==> src/rtl/dpm_pkg.sv <==
// Constants and types for the dual-port memory port host controller
// Contract
// - Hosts bring both mailbox flags to a known state after power-up.
// - Held-off host keeps strobe low the write-hold time after indication rises.
// - Slave collision input must be present before the write strobe starts.
// - Avoid boundary scan while either port sleeps.
package dpm_pkg;

	localparam int          CLK_PERIOD_PS = 4000;
	localparam int          ADDR_W        = 18;
	localparam int          DATA_W        = 36;
	localparam int          LANES         = 4;

	localparam logic [17:0] MBX_TOP_FULL  = 18'h3ffff;
	localparam logic [17:0] MBX_LOW_FULL  = 18'h3fffe;
	localparam logic [17:0] MBX_TOP_HALF  = 18'h1ffff;
	localparam logic [17:0] MBX_LOW_HALF  = 18'h1fffe;

	// Collision indication settle time, a least wait
	localparam int          T_SETTLE_NS   = 15;
	// Write pulse width, own plain choice
	localparam int          T_PULSE_NS    = 12;
	// Write hold after collision indication rises
	localparam int          T_HOLD_NS     = 12;
	// Read access time, own plain choice
	localparam int          T_ACCESS_NS   = 15;

	function automatic int ceil_cyc(input int ns);
		int c;
		c = (ns * 1000 + CLK_PERIOD_PS - 1) / CLK_PERIOD_PS;
		return (c < 1) ? 1 : c;
	endfunction

	localparam int          SETTLE_CYC    = ceil_cyc(T_SETTLE_NS);
	localparam int          PULSE_CYC     = ceil_cyc(T_PULSE_NS);
	localparam int          HOLD_CYC      = ceil_cyc(T_HOLD_NS);
	localparam int          ACCESS_CYC    = ceil_cyc(T_ACCESS_NS);

	typedef logic [3:0] dpm_cnt_t;

	localparam dpm_cnt_t    SETTLE_LOAD   = 4'(SETTLE_CYC - 1);
	localparam dpm_cnt_t    PULSE_LOAD    = 4'(PULSE_CYC - 1);
	localparam dpm_cnt_t    HOLD_LOAD     = 4'(HOLD_CYC - 1);
	localparam dpm_cnt_t    ACCESS_LOAD   = 4'(ACCESS_CYC - 1);

	typedef enum logic [2:0] {
		ST_INIT  = 3'b000,
		ST_IDLE  = 3'b001,
		ST_SETUP = 3'b010,
		ST_WRITE = 3'b011,
		ST_READ  = 3'b100,
		ST_REC   = 3'b101,
		ST_SLEEP = 3'b110
	} dpm_state_e;

	// Mailbox word for this port: own = the word it reads to clear its flag
	function automatic logic [17:0] mbx_addr(input logic is_left,
		input logic own, input logic half);
		logic top;
		top = is_left ^ own;
		if (half)
			return top ? MBX_TOP_HALF : MBX_LOW_HALF;
		else
			return top ? MBX_TOP_FULL : MBX_LOW_FULL;
	endfunction

endpackage

==> src/rtl/dpm_tmr_if.sv <==
// Load and done handshake between the controller and its wait timer
interface dpm_tmr_if;
	import dpm_pkg::*;
	logic     load;
	dpm_cnt_t val;
	logic     done;
	modport ctl (output load, output val, input done);
	modport tmr (input load, input val, output done);
endinterface

==> src/rtl/dpm_wait.sv <==
// Down-counting wait timer for pin timing
module dpm_wait
	import dpm_pkg::*;
(
	input  wire logic clk_sys,
	input  wire logic rst,
	dpm_tmr_if.tmr    tb
);
	typedef struct packed {
		dpm_cnt_t cnt;
	} dpm_wait_s;

	dpm_wait_s s_reg;
	dpm_wait_s s_next;

	always_comb begin
		s_next = s_reg;
		if (tb.load)
			s_next.cnt = tb.val;
		else if (s_reg.cnt != 4'h0)
			s_next.cnt = s_reg.cnt - 4'h1;
	end

	always_ff @(posedge clk_sys) begin
		if (rst)
			s_reg <= '0;
		else
			s_reg <= s_next;
	end

	assign tb.done = (s_reg.cnt == 4'h0);
endmodule

==> src/rtl/dpm_host.sv <==
// Host controller driving one port of the dual-port memory
module dpm_host
	import dpm_pkg::*;
#(
	parameter bit IS_LEFT    = 1'b1,
	parameter bit HALF_DEPTH = 1'b0
) (
	input  wire logic              clk_sys,
	input  wire logic              rst,
	input  wire logic              req_valid,
	output logic                   req_ready,
	input  wire logic              req_write,
	input  wire logic              req_mbx,
	input  wire logic [17:0]       req_addr,
	input  wire logic [35:0]       req_wdata,
	input  wire logic [3:0]        req_be,
	output logic                   rsp_valid,
	output logic [35:0]            rsp_rdata,
	output logic                   rsp_collided,
	input  wire logic              sleep_req,
	output logic                   mailbox_pending,
	output logic [17:0]            address,
	output logic [35:0]            data_out,
	output logic                   data_oe_n,
	input  wire logic [35:0]       data_in,
	output logic                   port_enable_active_low_n,
	output logic                   port_enable_active_high,
	output logic [3:0]             byte_lane_enable_n,
	output logic                   write_strobe_n,
	output logic                   output_enable_n,
	output logic                   flag_space_select_n,
	output logic                   port_sleep_input,
	input  wire logic              collision_indication_n,
	input  wire logic              mailbox_flag_n
);
	typedef struct packed {
		dpm_state_e  st;
		logic [17:0] addr;
		logic [35:0] wdata;
		logic [3:0]  be_n;
		logic [35:0] rdata;
		logic        quiet;
		logic        rsp;
		logic        collided;
	} dpm_host_s;

	dpm_host_s s_reg;
	dpm_host_s s_next;
	logic      tmr_load;
	dpm_cnt_t  tmr_val;

	dpm_tmr_if tif ();

	dpm_wait u_wait (
		.clk_sys (clk_sys),
		.rst     (rst),
		.tb      (tif.tmr)
	);

	assign tif.load = tmr_load;
	assign tif.val  = tmr_val;

	always_comb begin
		s_next     = s_reg;
		s_next.rsp = 1'b0;
		tmr_load   = 1'b0;
		tmr_val    = 4'h0;
		case (s_reg.st)
		ST_INIT: begin
			// Own flag has no known value until its mailbox is read
			s_next.addr     = mbx_addr(IS_LEFT, 1'b1, HALF_DEPTH);
			s_next.be_n     = 4'h0;
			s_next.quiet    = 1'b1;
			s_next.collided = 1'b0;
			tmr_load        = 1'b1;
			tmr_val         = ACCESS_LOAD;
			s_next.st       = ST_READ;
		end
		ST_IDLE: begin
			if (sleep_req) begin
				s_next.st = ST_SLEEP;
			end else if (req_valid) begin
				// Write goes to partner box, read to own box
				s_next.addr     = req_mbx ?
					mbx_addr(IS_LEFT, !req_write, HALF_DEPTH) : req_addr;
				s_next.wdata    = req_wdata;
				s_next.be_n     = req_write ? ~req_be : 4'h0;
				s_next.quiet    = 1'b0;
				s_next.collided = 1'b0;
				tmr_load        = 1'b1;
				if (req_write) begin
					tmr_val   = SETTLE_LOAD;
					s_next.st = ST_SETUP;
				end else begin
					tmr_val   = ACCESS_LOAD;
					s_next.st = ST_READ;
				end
			end
		end
		ST_SETUP: begin
			// Indication settles before the write strobe, as a slave needs
			if (tif.done) begin
				tmr_load  = 1'b1;
				tmr_val   = PULSE_LOAD;
				s_next.st = ST_WRITE;
			end
		end
		ST_WRITE: begin
			// Strobe stretched while blocked, then held the hold time
			if (!collision_indication_n) begin
				tmr_load        = 1'b1;
				tmr_val         = HOLD_LOAD;
				s_next.collided = 1'b1;
			end else if (tif.done) begin
				s_next.rsp = 1'b1;
				s_next.st  = ST_REC;
			end
		end
		ST_READ: begin
			// Read restarts while flagged, so the clear lands unblocked
			if (!collision_indication_n) begin
				tmr_load        = 1'b1;
				tmr_val         = ACCESS_LOAD;
				s_next.collided = 1'b1;
			end else if (tif.done) begin
				s_next.rdata = data_in;
				s_next.rsp   = !s_reg.quiet;
				s_next.st    = ST_REC;
			end
		end
		ST_REC: begin
			// One idle cycle so enables release before the next access
			s_next.st = ST_IDLE;
		end
		ST_SLEEP: begin
			if (!sleep_req)
				s_next.st = ST_IDLE;
		end
		default: begin
			s_next.st = ST_IDLE;
		end
		endcase
	end

	always_ff @(posedge clk_sys) begin
		if (rst) begin
			s_reg    <= '0;
			s_reg.st <= ST_INIT;
		end else begin
			s_reg <= s_next;
		end
	end

	logic ce_on;
	assign ce_on = (s_reg.st == ST_SETUP) || (s_reg.st == ST_WRITE) ||
		(s_reg.st == ST_READ);

	assign req_ready                = (s_reg.st == ST_IDLE) && !sleep_req;
	assign rsp_valid                = s_reg.rsp;
	assign rsp_rdata                = s_reg.rdata;
	assign rsp_collided             = s_reg.collided;
	// Flag pin still works in sleep
	assign mailbox_pending          = !mailbox_flag_n;
	assign address                  = s_reg.addr;
	assign data_out                 = s_reg.wdata;
	assign data_oe_n                = !((s_reg.st == ST_SETUP) ||
		(s_reg.st == ST_WRITE));
	// Both enables move together so the composite enable is clean
	assign port_enable_active_low_n = !ce_on;
	assign port_enable_active_high  = ce_on;
	assign byte_lane_enable_n       = ce_on ? s_reg.be_n : 4'hf;
	assign write_strobe_n           = !(s_reg.st == ST_WRITE);
	assign output_enable_n          = !(s_reg.st == ST_READ);
	assign flag_space_select_n      = 1'b1;
	// Sleep only entered from idle, so no access is cut short
	// No scan logic here, so no scan runs while asleep
	assign port_sleep_input         = (s_reg.st == ST_SLEEP);

	init_read_a: assert property (@(posedge clk_sys)
		disable iff (rst)
		$fell(rst) |-> ##[0:2] (!output_enable_n &&
		address == mbx_addr(IS_LEFT, 1'b1, HALF_DEPTH)))
		else $error("own mailbox not read after reset");

	hold_after_a: assert property (@(posedge clk_sys)
		disable iff (rst)
		(!write_strobe_n && !collision_indication_n) ##1
		collision_indication_n |-> !write_strobe_n [*3])
		else $error("write strobe released too early after collision");

	strobe_setup_a: assert property (@(posedge clk_sys)
		disable iff (rst)
		$fell(write_strobe_n) |-> !$past(port_enable_active_low_n, 4) &&
		$stable(address))
		else $error("write strobe started before settle time");

	sleep_quiet_a: assert property (@(posedge clk_sys)
		disable iff (rst)
		port_sleep_input |-> port_enable_active_low_n && write_strobe_n &&
		output_enable_n)
		else $error("access driven during sleep");

	blocked_write_a: assert property (@(posedge clk_sys)
		disable iff (rst)
		(!write_strobe_n && !collision_indication_n) |=> !write_strobe_n)
		else $error("blocked write abandoned");

	stall_c: cover property (@(posedge clk_sys) disable iff (rst)
		!write_strobe_n && !collision_indication_n);

	send_c: cover property (@(posedge clk_sys) disable iff (rst)
		req_valid && req_ready && req_write && req_mbx);

	mbx_read_c: cover property (@(posedge clk_sys) disable iff (rst)
		rsp_valid && !mailbox_pending &&
		address == mbx_addr(IS_LEFT, 1'b1, HALF_DEPTH));
endmodule

==> config.mk <==
export PLATFORM = sky130hd
export DESIGN_NAME = dpm_host
export DESIGN_NICKNAME = d
export VERILOG_FILES = /design/src/rtl/dpm_pkg.sv /design/src/rtl/dpm_tmr_if.sv /design/src/rtl/dpm_wait.sv /design/src/rtl/dpm_host.sv
export SDC_FILE = /design/constraint.sdc
export NUM_CORES = 1
export LEC_CHECK = 0
export ABC_AREA = 1
export BUFFER_PORTS_ARGS = -buffer_cell sky130_fd_sc_hd__buf_4
export CAP_MARGIN = 10
export CORE_MARGIN = 4
export CORE_UTILIZATION = 39
export CTS_BUF_LIST = sky130_fd_sc_hd__clkbuf_4
export DETAILED_ROUTE_END_ITERATION = 6
export PLACE_DENSITY = 0.67
export SYNTH_ARGS = -nofsm -noshare
export SYNTH_HDL_FRONTEND = slang
export SYNTH_SLANG_ARGS = --single-unit
==> constraint.sdc <==
create_clock -name clk_sys -period 2 [get_ports clk_sys]
set_clock_uncertainty 0.15 [all_clocks]
set_input_delay 0.2 -clock clk_sys [delete_from_list [all_inputs] [get_ports clk_sys]]
set_output_delay 0.2 -clock clk_sys [all_outputs]
set_load 0.01 [all_outputs]
==> results of run 1 <==
==> worst register-to-register path: cells and delay by family, from the launching register on <==
| kind | cells | cell delay (ns) |
|---|---|---|
| buffers and inverters | 3 | 0.82 |
| flip-flops | 1 | 0.41 |
| AND/OR/NAND/NOR | 5 | 0.46 |
==> per-stage QoR <==
stage          hold WS (ns)  cell area (um2)
2_1_floorplan        0.1746             4780
5_1_grt              0.1791             7044
3_5_place_dp         0.2801             5710
4_1_cts             0.06687             6975
6_report             0.1323             7044
3_3_place_gp         0.2692             5710
==> power breakdown <==
group / internal (mW) / switching [mW]
Combinational: 1.37 / 1.43
Sequential: 2.45 / 0.218
Clock: 0.498 / 0.698
==> cell families (layout without fill, tap and decap cells) <==
kind of cell / after synthesis / count (layout) / synth area share
AOI/OAI and AO/OA: 117 / 117 / 0.1225
xor gates and xnor gates: 3 / 3 / 0.005498
adders and majority gates: 1 / 1 / 0.002617
buffers and inverters: 156 / 378 / 0.2144
DFF: 104 / 104 / 0.4356
muxes: 1 / 1 / 0.002356
other: 1 / 2 / 0.0007846
and+or+nand+nor: 239 / 239 / 0.2162
==> cells in the final DEF, fill, tap and decap left out, drive strengths merged <==
| cell | n |
|---|---|
| a21oi | 24 |
| buf | 222 |
| bufinv | 2 |
| clkbuf | 9 |
| clkinv | 4 |
| clkinvlp | 1 |
| conb | 1 |
| dfxtp | 104 |
| diode | 1 |
| dlygate4sd3 | 103 |
| dlymetal6s4s | 1 |
| ha | 1 |
| inv | 36 |
| mux2 | 1 |
| nand2 | 43 |
| nand3 | 9 |
| nor2 | 174 |
| nor3 | 8 |
| o21ai | 93 |
| or2 | 5 |
| xnor2 | 2 |
| xor2 | 1 |
==> how the worst min path moves through the flow <==
stage	slack [ns]	startpoint	end
finish	0.13	req_write	s_reg[98]$_SDFFE_PP0P_
global route	0.18	req_write	s_reg[98]$_SDFFE_PP0P_
CTS	0.07	req_write	s_reg[98]$_SDFFE_PP0P_
detailed placement	0.28	data_in[35]	rsp_rdata[35]$_SDFFE_PP0P_
global placement	0.27	data_in[1]	rsp_rdata[1]$_SDFFE_PP0P_
floorplan	0.17	req_addr[10]	address[10]$_SDFFE_PP0P_
==> routing by layer <==
metal	GRT usage	part of all wire	up-vias
li1	-	-	2296
met1	0.2156	0.41	2110
met2	0.3421	0.52	149
met3	0.03923	0.049	24
met4	0.07024	0.023	0
met5	0	0	-
==> cell type report <==
class | instances | share of cell area
Timing Repair Buffer | 326 | 0.3904
Inverter | 36 | 0.02060
Clock inverter | 7 | 0.01226
Antenna cell | 1 | 0.0003552
Tap cell | 147 | 0.02611
Multi-Input combinational cell | 362 | 0.2439
Clock buffer | 9 | 0.009591
Sequential cell | 104 | 0.2968
==> timing repair <==
item	4_1_cts	5_1_grt
pin swaps	3	2
setup buffers	5	3
resized for setup	11	16
endpoints found under the setup margin	5	43
hold buffers	105	0
cloned	0	0
hold endpoints to repair	102	0
==> metrics.csv, run 1 <==
metric,value,unit
slowest_stage,dlygate4sd3_1,
crit_start,s_reg[98]$_SDFFE_PP0P_,
synth_cells,622,
ir_drop,0.3491,mV
r2r_cells,8,
r2r_start,s_reg[98]$_SDFFE_PP0P_,
multi_input_area,1718,um2
crit_cells,8,
avgViaCountPerCell,4.616,
slew_viol_final,0,
grt_antenna_before_repair,1,
place_congestion,0.9140,
reg2reg_to,address[14]$_SDFFE_PP0P_,
grt_use_total,0.1882,
critPathKind,reg2reg,
routedWlPerCell,13.85,um
ant_nets,0,
cp_num_buf_inv,3,
synth.area.top_cells,"dfxtp_1 (44%), buf_4 (14%), nor2_1 (12%)",
maxCapViolations,0,
synth_top_area_frac,0.4356,
cts_tree,built,
arrival,2.11,ns
critPathTopFamily,buffers and inverters,
crit_path_start_kind,register,
cts.htree.levels,3,
synthArstFlopShare,0,
hold_path_class,in2reg,
synth_top_cell_by_area,dfxtp_1,
synth_warnings,0,
tns,0,ns
setup_slack,0.08335,ns
status,completed,
initial_core_util,0.3979,
seq_area,2091,um2
clock_sinks,104,
crit_path_end_kind,register,
synth_common_cells,"nor2_1 (156), dfxtp_1 (104), buf_4 (92)",
p_total,6.669,mW
grt_pass1_vias,4678,
drtIter0Drc,220,
synth.distinct_cells,26,
path_cells,buf_4 -> nor2_8 -> nand2_4 -> nor2_4 -> inv_4 -> nor3_2 -> dlygate4sd3_1 -> nor2_1,
p_per_area,946.7,nW/um2
holdPathStages,7,
netlist_area,4780,um2
die-height,118.7,um
synth_edf_count,0,
cp_slowest_stage_delay,0.57,ns
endpoint,address[14]$_SDFFE_PP0P_,
vias,4579,
wirelength,13740,um
crit_required,2.20,ns
ys_seq_area_frac,0.4356,
syn_area_per_cell,7.684,um2
core.rowCount,40,
yosysMostFrequentCell,nor2_1,
cts_buffer_depth,2,
rsz0062_at_grt,yes,
hpwlAfterDp,8918,um
max_freq,521.7,MHz
clock_latency,0.43,ns
grt_max_degree,48,
fillers,1056,
p_leak,3.501,nW
overflow,0,
firstDrtPassIters,4,
worst-path-max-fanout,6,
ys.flop_type,dfxtp_1,
rrSetupSlack,0.08,ns
io_buffer_count,205,
cts_made_buffers,9,
root_buffer,clkbuf_4,
final_cells,992,
ys_ff_latch,104,
clk_pin_slew_worst_paths,0.16,ns
drcViolationCount,0,
grt_pass1_wl,22200,um
dp_slack,0.07573,ns
fin_crit,1.917,ns
hold_violations,0,
die_w,118.7,um
die_area,14090,um2
core_area,12010,um2
syn-num-nets,725,
nets,942,
utilization,0.5865,
dp_cells,863,
ios,207,
setup_viol,0,
area_growth,47.38,%
finalCritPeriodShare,0.9583,
drive_above_1_share,0.3353,
Note: power is estimated with default switching activity, not from simulation.
==> run 2: changes to the inputs <==
--- a/config.mk
+++ b/config.mk
@@ -12,7 +12,8 @@
 export CORE_UTILIZATION = 39
 export CTS_BUF_LIST = sky130_fd_sc_hd__clkbuf_4
 export DETAILED_ROUTE_END_ITERATION = 6
-export PLACE_DENSITY = 0.67
+export PLACE_DENSITY = 0.66
 export SYNTH_ARGS = -nofsm -noshare
 export SYNTH_HDL_FRONTEND = slang
+export SYNTH_HIERARCHICAL = 1
 export SYNTH_SLANG_ARGS = --single-unit
==> run 2 against run 1 <==
  * Register-to-register slack better by 0.12 ns
  * Final cell count up 2.7%
  * First-iteration DRC count up 2.3%
  * Synthesized cell count up 2.3%
  * Wire length down 0.71%
  * Critical path type is now reg2out
==> metrics.csv, run 2 <==
metric,value,unit,change
status,completed,,unchanged
grt_antenna_before_repair,0,,was 1
cts_buffer_depth,2,,unchanged
pwr-share-seq,0.394,,was 0.401
clock_latency,0.44,ns,was 0.43 ns
grt_use_total,0.1872,,was 0.1882
synth.distinct_cells,31,,was 26
firstDrtPassIters,4,,unchanged
final_common_cell,buf_4,,unchanged
ys_ff_latch,104,,unchanged
die_area,14280,um2,was 14090 um2
ys_seq_area_frac,0.4295,,was 0.4356
synth_top_cell_by_area,dfxtp_1,,unchanged
place_congestion,0.8740,,was 0.9140
r2r_start,s_reg[98]$_SDFFE_PP0P_,,unchanged
p_total,6.937,mW,was 6.669 mW
mostFrequentLayoutCells,"buf_4 (217), dfxtp_1 (101), dlygate4sd3_1 (99), o21ai_0 (95), nor2_1 (90)",,"was buf_4 (216), nor2_1 (156), dlygate4sd3_1 (103), dfxtp_1 (101), o21ai_0 (86)"
grt_pass1_wl,22110,um,was 22200 um
fin_crit,1.922,ns,was 1.917 ns
clockPowerShare,0.159,,was 0.179
synth_edf_count,0,,unchanged
hold_path_class,in2reg,,unchanged
final_cells,1019,,was 992
grt_pass1_vias,4609,,was 4678
area_growth,45.90,%,was 47.38%
synth_top_family_by_area,buffers and inverters,,was simple AND/OR/NAND/NOR gates
cts_tree,built,,unchanged
core.rowCount,40,,unchanged
pwr-share-comb,0.446,,was 0.420
ant_nets,0,,unchanged
netlist_area,4847,um2,was 4780 um2
worst_slew_pin_slew,0.5122,ns,
nets,948,,was 942
synth.area.top_cells,"dfxtp_1 (43%), buf_4 (14%), o21ai_0 (9.8%)",,"was dfxtp_1 (44%), buf_4 (14%), nor2_1 (12%)"
synthSimpleGateAreaFrac,0.1471,,was 0.2162
crit_path_start_kind,register,,unchanged
max_freq,520.3,MHz,was 521.7 MHz
routedWlPerCell,13.38,um,was 13.85 um
dp_cells,896,,was 863
crit_required,1.65,ns,was 2.20 ns
clk_pin_slew_worst_paths,0.18,ns,was 0.16 ns
root_buffer,clkbuf_4,,unchanged
p_leak,3.142,nW,was 3.501 nW
crit_start,s_reg[99]$_SDFFE_PP0P_,,was s_reg[98]$_SDFFE_PP0P_
clock_sinks,104,,unchanged
synth_common_cells,"dfxtp_1 (104), o21ai_0 (95), buf_4 (93)",,"was nor2_1 (156), dfxtp_1 (104), buf_4 (92)"
worst-path-max-fanout,4,,was 6
r2r_cells,8,,unchanged
initial_core_util,0.4002,,was 0.3979
intPower,4.350,mW,was 4.322 mW
ir_drop,0.6599,mV,was 0.3491 mV
io_buffer_count,205,,unchanged
yosysMostFrequentCell,dfxtp_1,,was nor2_1
arrival,1.57,ns,was 2.11 ns
synth_cells,636,,was 622
synthAdderAreaFrac,0.002581,,was 0.002618
grt_max_degree,73,,was 48
vias,4701,,was 4579
setup_viol,0,,unchanged
synth_mux_area_frac,0.002323,,was 0.002356
drtIter0Drc,225,,was 220
synth_compound_area_frac,0.1902,,was 0.1225
dp_slack,0.1241,ns,was 0.07573 ns
syn_area_per_cell,7.621,um2,was 7.684 um2
overflow,0,,unchanged
die-height,119.5,um,was 118.7 um
avgViaCountPerCell,4.613,,was 4.616
fillers,1066,,was 1056
ios,207,,unchanged
critPathKind,reg2out,,was reg2reg
holdPathStages,3,,was 7
core_area,12110,um2,was 12010 um2
utilization,0.5839,,was 0.5865
cts_made_buffers,9,,unchanged
crit_path_end_kind,primary output,,was register
min-delay-start,req_mbx,,was req_write
slew_headroom,0.6586,,
synth_warnings,6,,was 0
p_per_area,980.9,nW/um2,was 946.7 nW/um2
switching_share,0.3729,,was 0.3519
slew_viol_final,0,,unchanged
cts.htree.levels,3,,unchanged
synth_top_area_frac,0.4295,,was 0.4356
switchingPower,2.587,mW,was 2.347 mW
ys.flop_type,dfxtp_1,,unchanged
synthXorXnorAreaFrac,0,,was 0.005497
maxCapViolations,0,,unchanged
die_w,119.5,um,was 118.7 um
drive_above_1_share,0.3118,,was 0.3353
dpl_cell_area,5833,um2,was 5710 um2
finalCritPeriodShare,0.9611,,was 0.9583
drcViolationCount,0,,unchanged
hpwlAfterDp,8780,um,was 8918 um
hold_violations,0,,unchanged
setup_slack,0.07788,ns,was 0.08335 ns
wirelength,13640,um,was 13740 um
synthArstFlopShare,0,,unchanged
design_area,7072,um2,was 7044 um2
run 2: cell count changes in the layout (fill, tap and decap cells not counted), moves of 5 or more:
| cell | change |
|---|---|
| a31oi_1 | +17 |
| a21oi_1 | +25 |
| inv_1 | +27 |
| nor2_2 | -10 |
| o21ai_1 | +9 |
| nor3_1 | -5 |
| o21ai_0 | +9 |
| nor2_1 | -66 |
run 2: stage by stage:
stage          setup TNS [ns]  hold slack [ns]
2_1_floorplan               0           0.1191
3_5_place_dp                0           0.2872
4_1_cts                     0         0.001482
3_3_place_gp                0           0.2830
6_report                    0          0.02959
5_1_grt              -0.01271          0.02059
run 2: final timing paths:
kind                                     to  slack (ns)
setup / recovery      byte_lane_enable_n[3]        0.08
hold / removal     address[15]$_SDFFE_PP0P_        0.03
setup reg to reg   data_out[5]$_SDFFE_PP0P_        0.20
hold reg to reg   rsp_rdata[3]$_SDFFE_PP0P_        0.31
run 2: metal layers:
metal,global-route usage,vias to the layer above,part of all wire
li1,-,2380,-
met1,0.2171,2135,0.41
met2,0.3386,157,0.52
met3,0.03039,29,0.050
met4,0.08017,0,0.026
met5,0,-,0
run 2: power groups by stage:
stage	Clock (mW)	Combinational, mW	Sequential, mW
after global placement	0	2.68	2.75
after CTS	1.14	3.01	2.73
final	1.11	3.10	2.74
after global routing	1.23	3.42	2.78
after detailed placement	0	2.73	2.77
after floorplan	0	2.07	2.70
run 2: cells by family (layout without fill, tap and decap cells):
logic type | Yosys count | in the layout
buffers and inverters | 186 | 399
AO/OA/AOI/OAI | 179 | 179
AND/OR/NAND/NOR | 163 | 163
flip-flops | 104 | 104
other | 2 | 4
adder cells (fa/ha/maj) | 1 | 1
multiplexers | 1 | 1
run 2: cell type report:
class | count | area, um2 | area share
Clock buffer | 10 | 75.07 | 0.01062
Clock inverter | 6 | 67.56 | 0.009554
Timing Repair Buffer | 322 | 2696 | 0.3813
Sequential cell | 104 | 2091 | 0.2956
Multi-Input combinational cell | 347 | 1693 | 0.2394
Antenna cell | 1 | 2.502 | 0.0003539
Tap cell | 168 | 210.2 | 0.02972
Inverter | 61 | 236.5 | 0.03344
run 2: repair_timing:
| item | 4_1_cts | 5_1_grt |
|---|---|---|
| setup endpoints to repair | 5 | 9 |
| setup buffers | 6 | 1 |
| pin swaps | 2 | 1 |
| resized for setup | 10 | 8 |
| endpoints found under the hold margin | 101 | 0 |
| gates cloned | 0 | 0 |
| hold buffers | 99 | 0 |
run 2: worst max-delay path, stage by stage (launching register included):
cell and delay, ns:
dfxtp_2 0.40, buf_6 0.11, nand2_2 0.06, nand2_2 0.08, inv_2 0.06, or2_2 0.29, buf_6 0.13
==> run 3: changes to the inputs <==
--- a/config.mk
+++ b/config.mk
@@ -12,7 +12,7 @@
 export CORE_UTILIZATION = 39
 export CTS_BUF_LIST = sky130_fd_sc_hd__clkbuf_4
 export DETAILED_ROUTE_END_ITERATION = 6
-export PLACE_DENSITY = 0.66
+export PLACE_DENSITY = 0.68
 export SYNTH_ARGS = -nofsm -noshare
 export SYNTH_HDL_FRONTEND = slang
 export SYNTH_HIERARCHICAL = 1
==> run 3 against run 2 <==
  * Final cell count is 1.8% higher
  * Fmax is 0.93% lower
  * Via count is 3.0% higher
  * Global-route usage is 0.69 points higher
  * Critical endpoint is now address[5]$_SDFFE_PP0P_
  * Clock-buffer cell count is 1 lower
  * Power is 3.9% higher
  * Sequential power hardly changed
  * Utilization is 1.9 points higher
  * Sequential share of layout area is 0.88 points lower
==> metrics.csv, run 3 (synthesis gave the netlist of run 2 again) <==
metric,value,unit,change
drive_above_1_share,0.3045,,was 0.3118
cp_slowest_stage_delay,0.57,ns,was 0.40 ns
min-delay-start,req_mbx,,unchanged
grt_use_met1,0.2122,,was 0.2171
routedWlPerCell,13.58,um,was 13.38 um
path_cells,dlygate4sd3_1 -> buf_4 -> nor2_2 -> buf_4 -> o21ai_0 -> dlygate4sd3_1 -> a31oi_1,,was buf_6 -> nand2_2 -> nand2_2 -> inv_2 -> or2_2 -> buf_6
utilization,0.6026,,was 0.5839
clk_pin_slew_worst_paths,0.16,ns,was 0.18 ns
cp_num_buf_inv,4,,was 3
p_leak,3.216,nW,was 3.142 nW
ant_nets,0,,unchanged
p_per_area,987.1,nW/um2,was 980.9 nW/um2
switching_share,0.3587,,was 0.3729
status,completed,,unchanged
clock_sinks,104,,unchanged
slowest_stage,dlygate4sd3_1,,was dfxtp_2
cts_made_buffers,9,,unchanged
finalCritPeriodShare,0.9701,,was 0.9611
cts_buffer_depth,2,,unchanged
overflow,0,,unchanged
switchingPower,2.584,mW,was 2.587 mW
initial_core_util,0.4002,,unchanged
place_congestion,0.8097,,was 0.8740
grt_max_degree,73,,unchanged
grt_pass1_wl,22850,um,was 22110 um
drtIter0Drc,248,,was 225
cts.htree.levels,3,,unchanged
maxCapViolations,0,,unchanged
grt_pass1_vias,4857,,was 4609
worst-path-max-fanout,18,,was 4
crit_start,sleep_req,,was s_reg[99]$_SDFFE_PP0P_
firstDrtPassIters,4,,unchanged
critPathTopFamily,buffers and inverters,,was simple AND/OR/NAND/NOR gates
die-height,119.5,um,unchanged
ir_drop,0.7596,mV,was 0.6599 mV
fillers,1049,,was 1066
fin_crit,1.940,ns,was 1.922 ns
grt_use_total,0.1941,,was 0.1872
core.rowCount,40,,unchanged
pwr-share-seq,0.381,,was 0.394
wirelength,14080,um,was 13640 um
hold_violations,0,,unchanged
crit_path_start_kind,input pin,,was register
slew_viol_final,0,,unchanged
grtUsageMet2,0.3496,,was 0.3386
io_buffer_count,205,,unchanged
use_met3,0.04179,,was 0.03039
clock_latency,0.46,ns,was 0.44 ns
vias,4843,,was 4701
grt_antenna_before_repair,1,,was 0
crit_required,2.24,ns,was 1.65 ns
setup_viol,0,,unchanged
critPathKind,in2reg,,was reg2out
pwr-share-comb,0.436,,was 0.446
whs,0.06112,ns,was 0.02959 ns
crit_path_end_kind,register,,was primary output
r2r_start,s_reg[97]$_SDFFE_PP0P_,,was s_reg[98]$_SDFFE_PP0P_
final_cells,1037,,was 1019
root_buffer,clkbuf_4,,unchanged
die_w,119.5,um,unchanged
area_growth,50.57,%,was 45.90%
intPower,4.620,mW,was 4.350 mW
hold_path_class,in2reg,,unchanged
ios,207,,unchanged
max_freq,515.4,MHz,was 520.3 MHz
hpwlAfterDp,8627,um,was 8780 um
die_area,14280,um2,unchanged
avgViaCountPerCell,4.670,,was 4.613
clockPowerShare,0.183,,was 0.159
nets,965,,was 948
mostFrequentLayoutCells,"buf_4 (217), dlygate4sd3_1 (116), dfxtp_1 (101), o21ai_0 (95), nor2_1 (89)",,"was buf_4 (217), dfxtp_1 (101), dlygate4sd3_1 (99), o21ai_0 (95), nor2_1 (90)"
cts_tree,built,,unchanged
arrival,2.18,ns,was 1.57 ns
final_common_cell,buf_4,,unchanged
drcViolationCount,0,,unchanged
core_area,12110,um2,unchanged
dp_cells,895,,was 896
grt-busiest-layer,met2,,unchanged
## run 3: cell count changes in the layout (fill, tap and decap cells not counted), moves of 2 or more
cell and delta:
or2_4 +2, dlygate4sd3_1 +17, bufinv_16 +2, clkinv_1 +2, or2_2 -2
## run 3: worst paths after layout
kind | endpoint | slack [ns] | cells after the start
worst min-delay path | address[7]$_SDFFE_PP0P_ | 0.06 | 3
worst max register to register | u_wait/s_reg[3]$_SDFFE_PP0P_ | 0.20 | 10
worst max-delay path | address[5]$_SDFFE_PP0P_ | 0.06 | 7
worst min register to register | rsp_rdata[28]$_SDFFE_PP0P_ | 0.30 | 2
## run 3: area by class of cell
class | count | area [um2] | share of cell area
Timing Repair Buffer | 339 | 2875 | 0.3940
Sequential cell | 104 | 2093 | 0.2868
Multi-Input combinational cell | 347 | 1700 | 0.2330
Inverter | 61 | 236.5 | 0.03240
Tap cell | 168 | 210.2 | 0.02880
Clock inverter | 7 | 110.1 | 0.01509
Clock buffer | 9 | 67.56 | 0.009258
Antenna cell | 2 | 5.005 | 0.0006858
## run 3: worst register-to-register path, stage by stage, from the launching register on
cell     delay (ns)
dfxtp_4        0.38
buf_4          0.15
inv_1          0.07
nand2_1        0.09
nand2_1        0.09
nand3_1        0.19
nand3_2        0.19
inv_2          0.09
or2_0          0.20
nand3_1        0.08
nor2_1         0.04
## run 3: what timing repair did
action                                 4_1_cts  5_1_grt
gates resized for setup                      9       12
setup buffers                                3        5
pin swaps                                    1        3
setup endpoints to repair                    5        8
hold buffers                               116        0
endpoints found under the hold margin      104        0
cloned                                       0        0
## run 3: per-layer routing
layer  vias to the layer above  share of wire
met5                         -              0
met4                         0          0.037
met3                        45          0.056
met2                       169           0.52
met1                      2216           0.39
li1                       2413              -
## run 3: per-stage QoR
step	worst slack, ns	cell area (um2)	power [mW]	TNS [ns]
global route	-0.0004426	7296	7.706	-0.0004426
global placement	0.1850	5838	5.412	0
CTS	0.0008640	7222	7.088	0
floorplan	0.2117	4851	4.761	0
finish	0.05984	7298	7.204	0
detailed placement	0.1019	5838	5.483	0
## run 3: power by group through the flow
| stage | Sequential (mW) | Clock [mW] | Combinational (mW) |
|---|---|---|---|
| floorplan | 2.70 | 0 | 2.07 |
| detailed placement | 2.78 | 0 | 2.71 |
| CTS | 2.74 | 1.37 | 2.98 |
| global placement | 2.76 | 0 | 2.65 |
| finish | 2.75 | 1.31 | 3.14 |
| global route | 2.80 | 1.44 | 3.46 |
